==> config.mk <==
export PLATFORM = sky130hd
export DESIGN_NAME = rmg_top
export DESIGN_NICKNAME = d
export VERILOG_FILES = /design/src/design/rmg_pkg.sv /design/src/design/rmg_top.sv
export SDC_FILE = /design/constraint.sdc
export NUM_CORES = 1
export LEC_CHECK = 0
export ABC_AREA = 0
export ABC_CLOCK_PERIOD_IN_PS = 33800
export BUFFER_PORTS_ARGS = -buffer_cell sky130_fd_sc_hd__buf_2
export CAP_MARGIN = 25
export CORE_UTILIZATION = 50
export DETAILED_ROUTE_END_ITERATION = 8
export PLACE_DENSITY = 0.67
export SYNTH_ARGS = -nofsm -noshare
export SYNTH_HDL_FRONTEND = slang
export SYNTH_SLANG_ARGS = --single-unit
==> constraint.sdc <==
create_clock -name ref_clk -period 33.8 [get_ports ref_clk]
set_input_delay 5.07 -clock ref_clk [delete_from_list [all_inputs] [get_ports ref_clk]]
set_output_delay 5.07 -clock ref_clk [all_outputs]
set_load 0.01 [all_outputs]
==> src/design/rmg_pkg.sv <==
// Package for the link monitor and general-purpose pin block.
// Assumes a 20 MHz core clock and a byte-wide register port from the host serial core.
package rmg_pkg;

    ////////////////////////////////////////////////////////////////////////////
    // Register offsets
    localparam logic [7:0] OFF_PIN_LEVEL = 8'h0e;
    localparam logic [7:0] OFF_PIN_IN_DIS = 8'h0f;
    localparam logic [7:0] OFF_PIN_CTL0 = 8'h10;
    localparam logic [7:0] OFF_PIN_CTL6 = 8'h16;
    localparam logic [7:0] OFF_INT_ENABLE = 8'h23;
    localparam logic [7:0] OFF_FREQ_HIGH = 8'h42;
    localparam logic [7:0] OFF_FREQ_LOW = 8'h43;
    localparam logic [7:0] OFF_CAM_RISE = 8'h44;
    localparam logic [7:0] OFF_CAM_FALL = 8'h45;
    localparam logic [7:0] OFF_PORT_SEL = 8'h4c;
    localparam logic [7:0] OFF_PORT_STS2 = 8'h4e;
    localparam logic [7:0] OFF_SENSOR0 = 8'h51;
    localparam logic [7:0] OFF_SENSOR3 = 8'h54;
    localparam logic [7:0] OFF_LINES_HIGH = 8'h73;
    localparam logic [7:0] OFF_LINES_LOW = 8'h74;
    localparam logic [7:0] OFF_LEN_HIGH = 8'h75;
    localparam logic [7:0] OFF_LEN_LOW = 8'h76;
    localparam logic [7:0] OFF_FREQ_CTL = 8'h77;
    localparam logic [7:0] OFF_PIN_PD_DIS = 8'hbe;

    ////////////////////////////////////////////////////////////////////////////
    // Field positions
    localparam int STS2_FREQ_CHG = 0;
    localparam int STS2_STABLE = 1;
    localparam int STS2_NO_CLK = 2;
    localparam int CTL_EN = 0;
    localparam int CTL_VAL = 1;
    localparam int CTL_SRC_LSB = 2;
    localparam int CTL_SEL_LSB = 5;
    localparam int FDC_LOW_LSB = 0;
    localparam int FDC_HYST_LSB = 4;
    localparam int IEN_FREQ = 0;
    localparam int IEN_LINES = 1;
    localparam int IEN_LEN = 2;
    localparam int IEN_SENSOR = 3;
    localparam int OD_PIN = 3;

    ////////////////////////////////////////////////////////////////////////////
    // Source codes and reset values
    localparam logic [2:0] SRC_PORT0 = 3'h0;
    localparam logic [2:0] SRC_PORT1 = 3'h1;
    localparam logic [2:0] SRC_DEVICE = 3'h4;
    localparam logic [7:0] RST_CTL = 8'h00;
    localparam logic [6:0] RST_IN_DIS = 7'h00;
    localparam logic [6:0] RST_PD_DIS = 7'h00;
    localparam logic [7:0] RST_FREQ_CTL = 8'h21;
    localparam logic [3:0] RST_INT_EN = 4'h0;

    ////////////////////////////////////////////////////////////////////////////
    // Timing
    localparam int CLK_PERIOD_NS = 50;
    localparam int FREQ_WINDOW_NS = 500000;
    localparam int FREQ_WINDOW_CYC = FREQ_WINDOW_NS / CLK_PERIOD_NS;

    typedef enum logic [1:0] {
        RMG_MODE_RAW = 2'b00,
        RMG_MODE_CSI = 2'b01
    } rmg_mode_t;

endpackage : rmg_pkg

==> src/design/rmg_top.sv <==
// Link monitors (rate, lines, line length, sensor status) and seven general-purpose pins.
// Assumes receiver signals are on ref_clk; pins and link clocks arrive asynchronously.
`timescale 1ns/1ns

module rmg_top import rmg_pkg::*; #(
    parameter int WINDOW_CYC = FREQ_WINDOW_CYC
) (
    // Clock and reset
    input wire logic ref_clk,
    input wire logic rst,
    // Register port
    input wire logic [7:0] reg_addr,
    input wire logic reg_wr,
    input wire logic reg_rd,
    input wire logic [7:0] reg_wdata,
    output logic [7:0] reg_rdata,
    // Receive ports
    input wire logic [1:0] link_clk_in,
    input wire logic [1:0] rx_csi_mode,
    input wire logic [1:0] rx_long_packet,
    input wire logic [1:0] rx_line_valid,
    input wire logic [1:0] rx_frame_valid,
    input wire logic [1:0] rx_byte_valid,
    input wire logic [1:0] rx_lock,
    input wire logic [1:0] rx_pass,
    input wire logic [1:0][3:0] rx_remote_pin,
    input wire logic [1:0][31:0] rx_sensor_status,
    // Pins
    input wire logic [6:0] gpio_in,
    output logic [6:0] gpio_out,
    output logic [6:0] gpio_oe_n,
    output logic [6:0] gpio_in_disable,
    output logic [6:0] gpio_pd_disable,
    output logic interrupt_out_n
);

    ////////////////////////////////////////////////////////////////////////////
    // State
    typedef struct packed {
        logic [1:0] lk_s1;
        logic [1:0] lk_s2;
        logic [1:0] lk_s3;
        logic [6:0] pin_s1;
        logic [6:0] pin_s2;
        logic [15:0] win_cnt;
        logic [1:0][15:0] edge_cnt;
        logic [1:0][15:0] freq_val;
        logic [1:0] stable;
        logic [1:0] no_clk;
        logic [1:0] freq_chg;
        logic [1:0] lv_d;
        logic [1:0] fv_d;
        logic [1:0][15:0] line_cnt;
        logic [1:0][15:0] byte_cnt;
        logic [1:0][15:0] last_len;
        logic [1:0][15:0] lines_show;
        logic [1:0][15:0] len_show;
        logic [1:0] lines_frz;
        logic [1:0] len_frz;
        logic [1:0][31:0] sens_d;
        logic [1:0][3:0] rise;
        logic [1:0][3:0] fall;
        logic port_sel;
        logic [3:0] int_en;
        logic [6:0] in_dis;
        logic [6:0] pd_dis;
        logic [6:0][7:0] pin_ctl;
        logic [7:0] freq_ctl;
        logic [7:0] rdata;
        logic [6:0] pout;
        logic [6:0] poe_n;
        logic int_n;
    } rmg_state_t;

    rmg_state_t s;
    rmg_state_t next_s;

    ////////////////////////////////////////////////////////////////////////////
    // Helpers
    function automatic logic [15:0] rmg_abs_diff(input logic [15:0] a, input logic [15:0] b);
        rmg_abs_diff = (a > b) ? (a - b) : (b - a);
    endfunction : rmg_abs_diff

    function automatic logic rmg_pin_drive(
        input logic [7:0] ctl,
        input logic [1:0][3:0] rpin,
        input logic [1:0] lock,
        input logic [1:0] pass,
        input logic [1:0] fv,
        input logic [1:0] lv,
        input logic irq
    );
        logic [2:0] fsel;
        logic [2:0] src;
        logic [7:0] port_sig;
        int unsigned pi;
        fsel = ctl[CTL_SEL_LSB +: 3];
        src = ctl[CTL_SRC_LSB +: 3];
        pi = (src == SRC_PORT1) ? 1 : 0;
        port_sig = {lv[pi], fv[pi], pass[pi], lock[pi], rpin[pi]};
        rmg_pin_drive = 1'b0;
        case (src)
            SRC_PORT0: rmg_pin_drive = port_sig[fsel];
            SRC_PORT1: rmg_pin_drive = port_sig[fsel];
            SRC_DEVICE: begin
                case (fsel)
                    3'h0: rmg_pin_drive = ctl[CTL_VAL];
                    3'h1: rmg_pin_drive = |lock;
                    3'h2: rmg_pin_drive = &lock;
                    3'h3: rmg_pin_drive = &pass;
                    3'h5: rmg_pin_drive = irq;
                    3'h6: rmg_pin_drive = ~irq;
                    default: rmg_pin_drive = 1'b0;
                endcase
            end
            default: rmg_pin_drive = 1'b0;
        endcase
    endfunction : rmg_pin_drive

    ////////////////////////////////////////////////////////////////////////////
    // Next state
    logic [1:0] rd_hit_sel;
    logic [1:0] chg_set;
    logic irq_any;
    logic [15:0] new_len;
    logic [15:0] low_thr;
    logic [15:0] hyst;
    logic win_end;

    always_comb begin
        next_s = s;
        rd_hit_sel = 2'b00;
        rd_hit_sel[s.port_sel] = 1'b1;
        chg_set = 2'b00;
        new_len = 16'h0000;
        low_thr = {12'h000, s.freq_ctl[FDC_LOW_LSB +: 4]};
        hyst = {12'h000, s.freq_ctl[FDC_HYST_LSB +: 4]};
        win_end = (s.win_cnt == 16'(WINDOW_CYC - 1));

        // Synchronisers
        next_s.lk_s1 = link_clk_in;
        next_s.lk_s2 = s.lk_s1;
        next_s.lk_s3 = s.lk_s2;
        next_s.pin_s1 = gpio_in;
        next_s.pin_s2 = s.pin_s1;

        next_s.win_cnt = win_end ? 16'h0000 : s.win_cnt + 16'h0001;

        for (int p = 0; p < 2; p++) begin
            if (win_end) begin
                next_s.edge_cnt[p] = 16'h0000;
                next_s.freq_val[p] = s.edge_cnt[p];
                next_s.no_clk[p] = (s.edge_cnt[p] < low_thr);
                if (rmg_abs_diff(s.edge_cnt[p], s.freq_val[p]) > hyst) begin
                    next_s.stable[p] = 1'b0;
                    next_s.freq_chg[p] = 1'b1;
                    chg_set[p] = 1'b1;
                end else begin
                    next_s.stable[p] = 1'b1;
                end
            end else if (s.lk_s2[p] && !s.lk_s3[p] && s.edge_cnt[p] != 16'hffff) begin
                next_s.edge_cnt[p] = s.edge_cnt[p] + 16'h0001;
            end

            next_s.lv_d[p] = rx_line_valid[p];
            next_s.fv_d[p] = rx_frame_valid[p];
            if (rx_csi_mode[p] ? rx_long_packet[p] : (rx_line_valid[p] && !s.lv_d[p])) begin
                next_s.line_cnt[p] = s.line_cnt[p] + 16'h0001;
            end
            if (rx_line_valid[p] && !s.lv_d[p]) begin
                next_s.byte_cnt[p] = {15'h0000, rx_byte_valid[p]};
            end else if (rx_byte_valid[p] && s.byte_cnt[p] != 16'hffff) begin
                next_s.byte_cnt[p] = s.byte_cnt[p] + 16'h0001;
            end
            if (!rx_line_valid[p] && s.lv_d[p]) begin
                next_s.last_len[p] = s.byte_cnt[p];
            end
            // Frame end publishes results
            if (!rx_frame_valid[p] && s.fv_d[p]) begin
                next_s.line_cnt[p] = 16'h0000;
                new_len = (!rx_line_valid[p] && s.lv_d[p]) ? s.byte_cnt[p] : s.last_len[p];
                if (!(s.int_en[IEN_LINES] && s.lines_frz[p])) begin
                    next_s.lines_show[p] = s.line_cnt[p];
                    if (s.int_en[IEN_LINES] && s.line_cnt[p] != s.lines_show[p]) begin
                        next_s.lines_frz[p] = 1'b1;
                    end
                end
                if (!(s.int_en[IEN_LEN] && s.len_frz[p])) begin
                    next_s.len_show[p] = new_len;
                    if (s.int_en[IEN_LEN] && new_len != s.len_show[p]) begin
                        next_s.len_frz[p] = 1'b1;
                    end
                end
            end

            next_s.sens_d[p] = rx_sensor_status[p];
        end

        // Register reads and their side effects
        if (reg_rd) begin
            next_s.rdata = 8'h00;
            case (reg_addr)
                OFF_PIN_LEVEL: next_s.rdata = {1'b0, s.pin_s2};
                OFF_PIN_IN_DIS: next_s.rdata = {1'b0, s.in_dis};
                OFF_PIN_PD_DIS: next_s.rdata = {1'b0, s.pd_dis};
                OFF_FREQ_CTL: next_s.rdata = s.freq_ctl;
                OFF_INT_ENABLE: next_s.rdata = {4'h0, s.int_en};
                OFF_PORT_SEL: next_s.rdata = {7'h00, s.port_sel};
                OFF_FREQ_HIGH: next_s.rdata = s.freq_val[s.port_sel][15:8];
                OFF_FREQ_LOW: next_s.rdata = s.freq_val[s.port_sel][7:0];
                OFF_PORT_STS2: begin
                    next_s.rdata = {5'h00, s.no_clk[s.port_sel], s.stable[s.port_sel],
                        s.freq_chg[s.port_sel]};
                    next_s.freq_chg = (s.freq_chg & ~rd_hit_sel) | chg_set;
                end
                OFF_LINES_HIGH: next_s.rdata = s.lines_show[s.port_sel][15:8];
                OFF_LINES_LOW: begin
                    next_s.rdata = s.lines_show[s.port_sel][7:0];
                    next_s.lines_frz = next_s.lines_frz & ~(rd_hit_sel & s.lines_frz);
                end
                OFF_LEN_HIGH: next_s.rdata = s.len_show[s.port_sel][15:8];
                OFF_LEN_LOW: begin
                    next_s.rdata = s.len_show[s.port_sel][7:0];
                    next_s.len_frz = next_s.len_frz & ~(rd_hit_sel & s.len_frz);
                end
                OFF_CAM_RISE: begin
                    next_s.rdata = {4'h0, s.rise[s.port_sel]};
                    next_s.rise[s.port_sel] = 4'h0;
                end
                OFF_CAM_FALL: begin
                    next_s.rdata = {4'h0, s.fall[s.port_sel]};
                    next_s.fall[s.port_sel] = 4'h0;
                end
                default: begin
                    if (reg_addr >= OFF_SENSOR0 && reg_addr <= OFF_SENSOR3) begin
                        next_s.rdata = s.sens_d[s.port_sel][8 * (reg_addr - OFF_SENSOR0) +: 8];
                    end else if (reg_addr >= OFF_PIN_CTL0 && reg_addr <= OFF_PIN_CTL6) begin
                        next_s.rdata = s.pin_ctl[reg_addr - OFF_PIN_CTL0];
                    end
                end
            endcase
        end

        // Sensor change events, set wins over clear
        for (int p = 0; p < 2; p++) begin
            for (int k = 0; k < 4; k++) begin
                if (|(rx_sensor_status[p][8 * k +: 8] & ~s.sens_d[p][8 * k +: 8])) begin
                    next_s.rise[p][k] = 1'b1;
                end
                if (|(~rx_sensor_status[p][8 * k +: 8] & s.sens_d[p][8 * k +: 8])) begin
                    next_s.fall[p][k] = 1'b1;
                end
            end
        end

        // Register writes
        if (reg_wr) begin
            case (reg_addr)
                OFF_PIN_IN_DIS: next_s.in_dis = reg_wdata[6:0];
                OFF_PIN_PD_DIS: next_s.pd_dis = reg_wdata[6:0] & ~7'h08;
                OFF_FREQ_CTL: next_s.freq_ctl = reg_wdata;
                OFF_INT_ENABLE: next_s.int_en = reg_wdata[3:0];
                OFF_PORT_SEL: next_s.port_sel = reg_wdata[0];
                default: begin
                    if (reg_addr >= OFF_PIN_CTL0 && reg_addr <= OFF_PIN_CTL6) begin
                        next_s.pin_ctl[reg_addr - OFF_PIN_CTL0] = reg_wdata;
                    end
                end
            endcase
        end

        irq_any = (|s.freq_chg && s.int_en[IEN_FREQ]) || (|s.lines_frz) || (|s.len_frz)
            || (s.int_en[IEN_SENSOR] && (|s.rise || |s.fall));
        next_s.int_n = ~irq_any;

        // output enable and value per pin
        for (int i = 0; i < 7; i++) begin
            next_s.pout[i] = rmg_pin_drive(s.pin_ctl[i], rx_remote_pin, rx_lock, rx_pass,
                rx_frame_valid, rx_line_valid, irq_any);
            next_s.poe_n[i] = ~s.pin_ctl[i][CTL_EN];
        end
        next_s.poe_n[OD_PIN] = ~(irq_any ||
            (s.pin_ctl[OD_PIN][CTL_EN] && !next_s.pout[OD_PIN]));
        next_s.pout[OD_PIN] = 1'b0;
    end

    ////////////////////////////////////////////////////////////////////////////
    // Registers
    always_ff @(posedge ref_clk or posedge rst) begin
        if (rst) begin
            s <= '0;
            s.in_dis <= RST_IN_DIS;
            s.pd_dis <= RST_PD_DIS;
            s.pin_ctl <= {7{RST_CTL}};
            s.freq_ctl <= RST_FREQ_CTL;
            s.int_en <= RST_INT_EN;
            s.poe_n <= 7'h7f;
            s.int_n <= 1'b1;
            s.stable <= 2'b00;
        end else begin
            s <= next_s;
        end
    end

    assign reg_rdata = s.rdata;
    assign gpio_out = s.pout;
    assign gpio_oe_n = s.poe_n;
    assign gpio_in_disable = s.in_dis;
    assign gpio_pd_disable = s.pd_dis;
    assign interrupt_out_n = s.int_n;
endmodule : rmg_top

Word level (Yosys, flattened, before mapping) --
Index checks and enable logic that the tools add are counted.
Storage, ports and cells: register bits after elaboration 458, output and inout port bits 37
Cells by class: add/subtract/negate cells 13, magnitude comparators 28, equality and inequality tests 73, shift-type cells 1, muxes and demuxes 200, bitwise gates (word level) 57, reductions and logical operators 151
Operators by type and width (number):
- 16-bit two-way mux | 24
- 8-bit bitwise AND | 18
- 8-bit OR reduction | 18
- 8-bit inverter | 17
- 8-bit case mux with 15 select lines | 1
- 1-bit two-way mux | 117
- 16-bit by 1-bit adder with 16-bit output (second input constant) | 7
- 8-bit by 7-bit == test with 1-bit output (second input constant) | 11
- 4-bit two-way mux | 20
- 2-bit nonzero test | 38
- 32-bit two-way mux | 2
- 16-bit != test | 4
- 16-bit != test (second input constant) | 4
- 16-bit subtractor | 4
- 3-bit == test (second input constant) | 21
- 56-bit bitwise mux | 1
- 2-bit AND reduction | 27
- 8-bit two-way mux | 6
- 3-bit by 1-bit == test with 1-bit output (second input constant) | 14
- 3-bit by 2-bit == test with 1-bit output (second input constant) | 14
- 3-bit logical NOT | 14
- 1-bit case mux with 6 select lines | 7
- 32-bit by 33-bit variable part select with 8-bit output | 1
- 16-bit greater-than comparator | 2
- other kinds (34) | 131

Logic depth before layout (Yosys ltp) --
depth after elaboration 12, gate-level depth with buffers 21

Least setup slack after synthesis --
OpenSTA, ideal clock, no wires.
kind input to register, start in reg_addr[0], end reg s, in the netlist reg_rdata[2], arrival time 6953 ps, setup slack 26710 ps, stages 10, cell sequence clkinv_1 > ha_1 > nand3_1 > nor4b_2 > a22o_1 > a221o_1 > a2111oi_0 > o221ai_1 > a211oi_1 > a21oi_1
Between the ends: longest elaborated chain between the ends 6
RTL lines:
- start: declaration | line rmg_top.sv:12 | input wire logic [7:0] reg_addr,
- parallel branches: the longest is 5 deep, another holds 8-bit by 7-bit subtractor with 9-bit output
- 8-bit case mux with 15 select lines (*) | line rmg_top.sv:202 | case (reg_addr)
- end signal: assignment | line rmg_top.sv:301 | s <= next_s;
- end: declaration | line rmg_top.sv:75 | rmg_state_t s;
Every way passes the cells marked *. The select of a mux whose other input is x is not followed. A chain may end at the register's enable or synchronous reset.

Worst setup path in the final report --
Ends and elaborated chain as after synthesis.

==> impl_metrics.tcl <==
set metrics [dict create \
    power_frac_seq_pct 38.7 \
    portBuffers 149 \
    post-route-period-util_pct 23.1 \
    post_cts_resized 0 \
    arrival_ns 8.26 \
    clock_sink_count 458 \
    core_area_mm2 0.0517 \
    cts.path.max_buffers 3 \
    gr-total-overflow 0 \
    cts_buffers 50 \
    core.rowCount 83 \
    n_fill_cell 4484 \
    num_io_pins 152 \
    synth-edff-count 0 \
    setup_violations 0 \
    setup_tns_ns 0 \
    end_kind "flop" \
    gp_congestion 0.967 \
    period_minus_slack_ns 7.81 \
    postCtsSetupRepairBufs 0 \
    synthAdderAreaFrac_pct 4.44 \
    num_vias 20707 \
    area_growth_pct 10.3 \
    relSlewSlack_pct 33.0 \
    start_util_pct 50.9 \
    rsz0062_at_grt "no" \
    synth_cells 2603 \
    crit_fanout 40 \
    cts_tree "yes" \
    status "complete, no violations" \
    die-area_mm2 0.0536 \
    die_y_um 232 \
    grt_max_degree 182 \
    synth_xor_area_share_pct 5.68 \
    cts.clk_slew.worst_paths_ns 0.06 \
    hpwl_um 56500 \
    place_area_mm2 0.0273 \
    power.switching_uw 523 \
    synth_ff_type "dfrtp_1" \
    viasPerCell 6.11 \
    leakage_nw 13.6 \
    synth.area.mux_share_pct 14.4 \
    hp-class "reg -> reg" \
    root_buffer "clkbuf_16" \
    multi_input_area_mm2 0.0134 \
    h-tree-depth 2 \
    wl_um 76000 \
    drive_above_1_share_pct 17.4 \
    mostFrequentLayoutCell "dfrtp_1" \
    nNetsFinal 2874 \
    first_iter_violations 1940 \
    yosys.area_share.simple_pct 13.1 \
    yosysUniqueCellTypes 89 \
    ir_drop_mv 0.0432 \
    antenna_found_initial 2 \
    p_sw_share_pct 32.1 \
    track_usage_pct 28.7 \
    seq_area_mm2 0.0115 \
    cap_viol_max_count 0 \
    wire_per_inst_um 22.4 \
    slew_violations 0 \
    power_density_mw_per_mm2 56.1 \
    die_x_um 232 \
    syn_area_mm2 0.0263 \
    fin_skew_ns 0.0161 \
    synth_top_family_by_area "multiplexers" \
    synthArstFlopShare_pct 100 \
    first_pass_iters 5 \
    drtAntennaViolNets 0 \
    final_cell_mix "dfrtp_1 (447), nand2_1 (215), inv_1 (200)" \
    combPwrFrac_pct 27.1 \
    grt_pass1_vias 20307 \
    crit_required_ns 34.25 \
    grt_pass1_wl_um 119000 \
    clockPowerShare_pct 34.3 \
    remaining_drc_errors 0 \
    ys_ff_latch 458 \
    syn_area_per_cell_um2 10.1 \
    ys_warn_count 0 \
    synth_compound_area_share_pct 13.1 \
    final_area_mm2 0.0290 \
    p_int_mw 1.11 \
    start_kind "primary input" \
    hold_viol 0 \
    clock_latency_ns 0.59 \
    tightest_slew_ns 1.00 \
    fmax_mhz 128 \
    hold_buffers 0 \
    yosysSeqAreaShare_pct 43.6 \
    worstSetupPathType "in -> reg" \
]
## through the flow
stage / setup WS, ns / total power, mW / utilization, % / hold WS [ns] / instances
after CTS: 26.05 / 1.63 / 56.0 / 0.348 / 3384
after floorplan: 15.98 / 0.952 / - / 0.331 / 2604
after global placement: 25.48 / 1.06 / 52.8 / 0.334 / 3293
final: 25.99 / 1.63 / 56.2 / 0.345 / 3391
after global routing: 25.83 / 1.71 / 56.1 / 0.355 / 3388
after detailed placement: 25.43 / 1.07 / 52.8 / 0.336 / 3293
## worst max-delay path, cell delays in order
cell and delay, ns:
buf_2 0.08, buf_4 0.45, clkinv_1 0.44, ha_1 0.39
nand3_1 0.18, nor4b_2 0.15, a22o_1 0.25, a221o_1 0.25
a2111oi_0 0.45, o221ai_1 0.22, a211oi_1 0.21, a21oi_1 0.10
## worst paths after layout
check                                      startpoint                       end  slack, ns  cells past startpoint
max in group asynchronous                         rst        s[105]$_DFFE_PP0P_      27.53                      3
min in group asynchronous                         rst        s[304]$_DFFE_PP0P_       4.64                      2
worst min register to register  next_s[442]$_DFF_PP0_          s[442]$_DFF_PP0_       0.35                      0
worst max-delay path                      reg_addr[0]  reg_rdata[2]$_DFFE_PP0P_      25.99                     12
worst min-delay path            next_s[442]$_DFF_PP0_          s[442]$_DFF_PP0_       0.35                      0
worst max register to register     s[386]$_DFFE_PP0N_          s[355]$_DFF_PP0_      28.76                     16
## kinds of logic after synthesis
kind of cell,after synthesis
AOI/OAI and AO/OA,530
xor gates and xnor gates,170
adders and majority gates,91
buffers and inverters,354
DFF,458
muxes,288
other,1
and+or+nand+nor,711
## cells in the mapped netlist (6+ instances only)
cell        n  area, um^2
nand4_1    44         275
a31oi_1    14        87.6
and4_1      8        70.1
o31ai_1     6        45.0
nor4b_1     6        52.6
mux2i_1    95         951
o22ai_1    46         288
nor4_1     42         263
nand2_1   215         807
mux2_2    134        1510
ha_1       87        1090
dfstp_2    10         263
dfrtp_1   448       11200
o211ai_1    6        45.0
and3_1     35         219
a221oi_1   23         201
a211oi_1   11        82.6
clkbuf_1   67         251
xnor2_1    95         832
nor2_1    182         683
mux4_2     59        1330
and2_1     18         113
buf_4      36         270
nor2b_1    17         106
inv_1     201         754
o21ai_0   140         701
buf_2      29         145
a21o_1     34         255
a222oi_1    7        70.1
nand2b_1   14        87.6
nor3_1     26         130
o21a_1     11        82.6
xor2_1     74         648
nand3_1    57         285
or3_1      22         138
a21oi_1   112         561
a22oi_1    43         323
buf_1      15        56.3
## state kept, by name, summed over array words and instances (netlist names)
name             count
gpio_in_disable      7
gpio_oe_n            7
gpio_out             6
gpio_pd_disable      6
hyst                 4
interrupt_out_n      1
low_thr              4
next_s              11
reg_rdata            8
s                  404
## layer usage
metal / share of wire [%] / global-route usage [%] / vias up / wire length, um
met4: 3.2 / 9.19 / 0 / 2420
met2: 45 / 44.4 / 772 / 34200
met3: 6.2 / 3.67 / 153 / 4730
met1: 46 / 41.9 / 10388 / 34600
li1: - / - / 9394 / -
met5: 0 / 0 / - / 0
## layout make-up
class / instances / area share, %
inverters: 203 / 2.65
flip-flops and latches: 458 / 39.5
well taps: 680 / 2.93
diodes: 4 / 0.0345
clock buffers: 81 / 5.40
multi-input cells: 1792 / 46.0
repair buffers: 163 / 3.11
clock inverters: 10 / 0.379
## power by group through the flow
stage                     Clock (mW)  Sequential [mW]  Combinational (mW)
after CTS                      0.566            0.629               0.437
after global routing           0.588            0.634               0.485
final                          0.559            0.630               0.441
after floorplan                    0            0.619               0.332
after global placement             0            0.636               0.423
after detailed placement           0            0.638               0.434
Note: power is estimated with default switching activity, not from simulation.
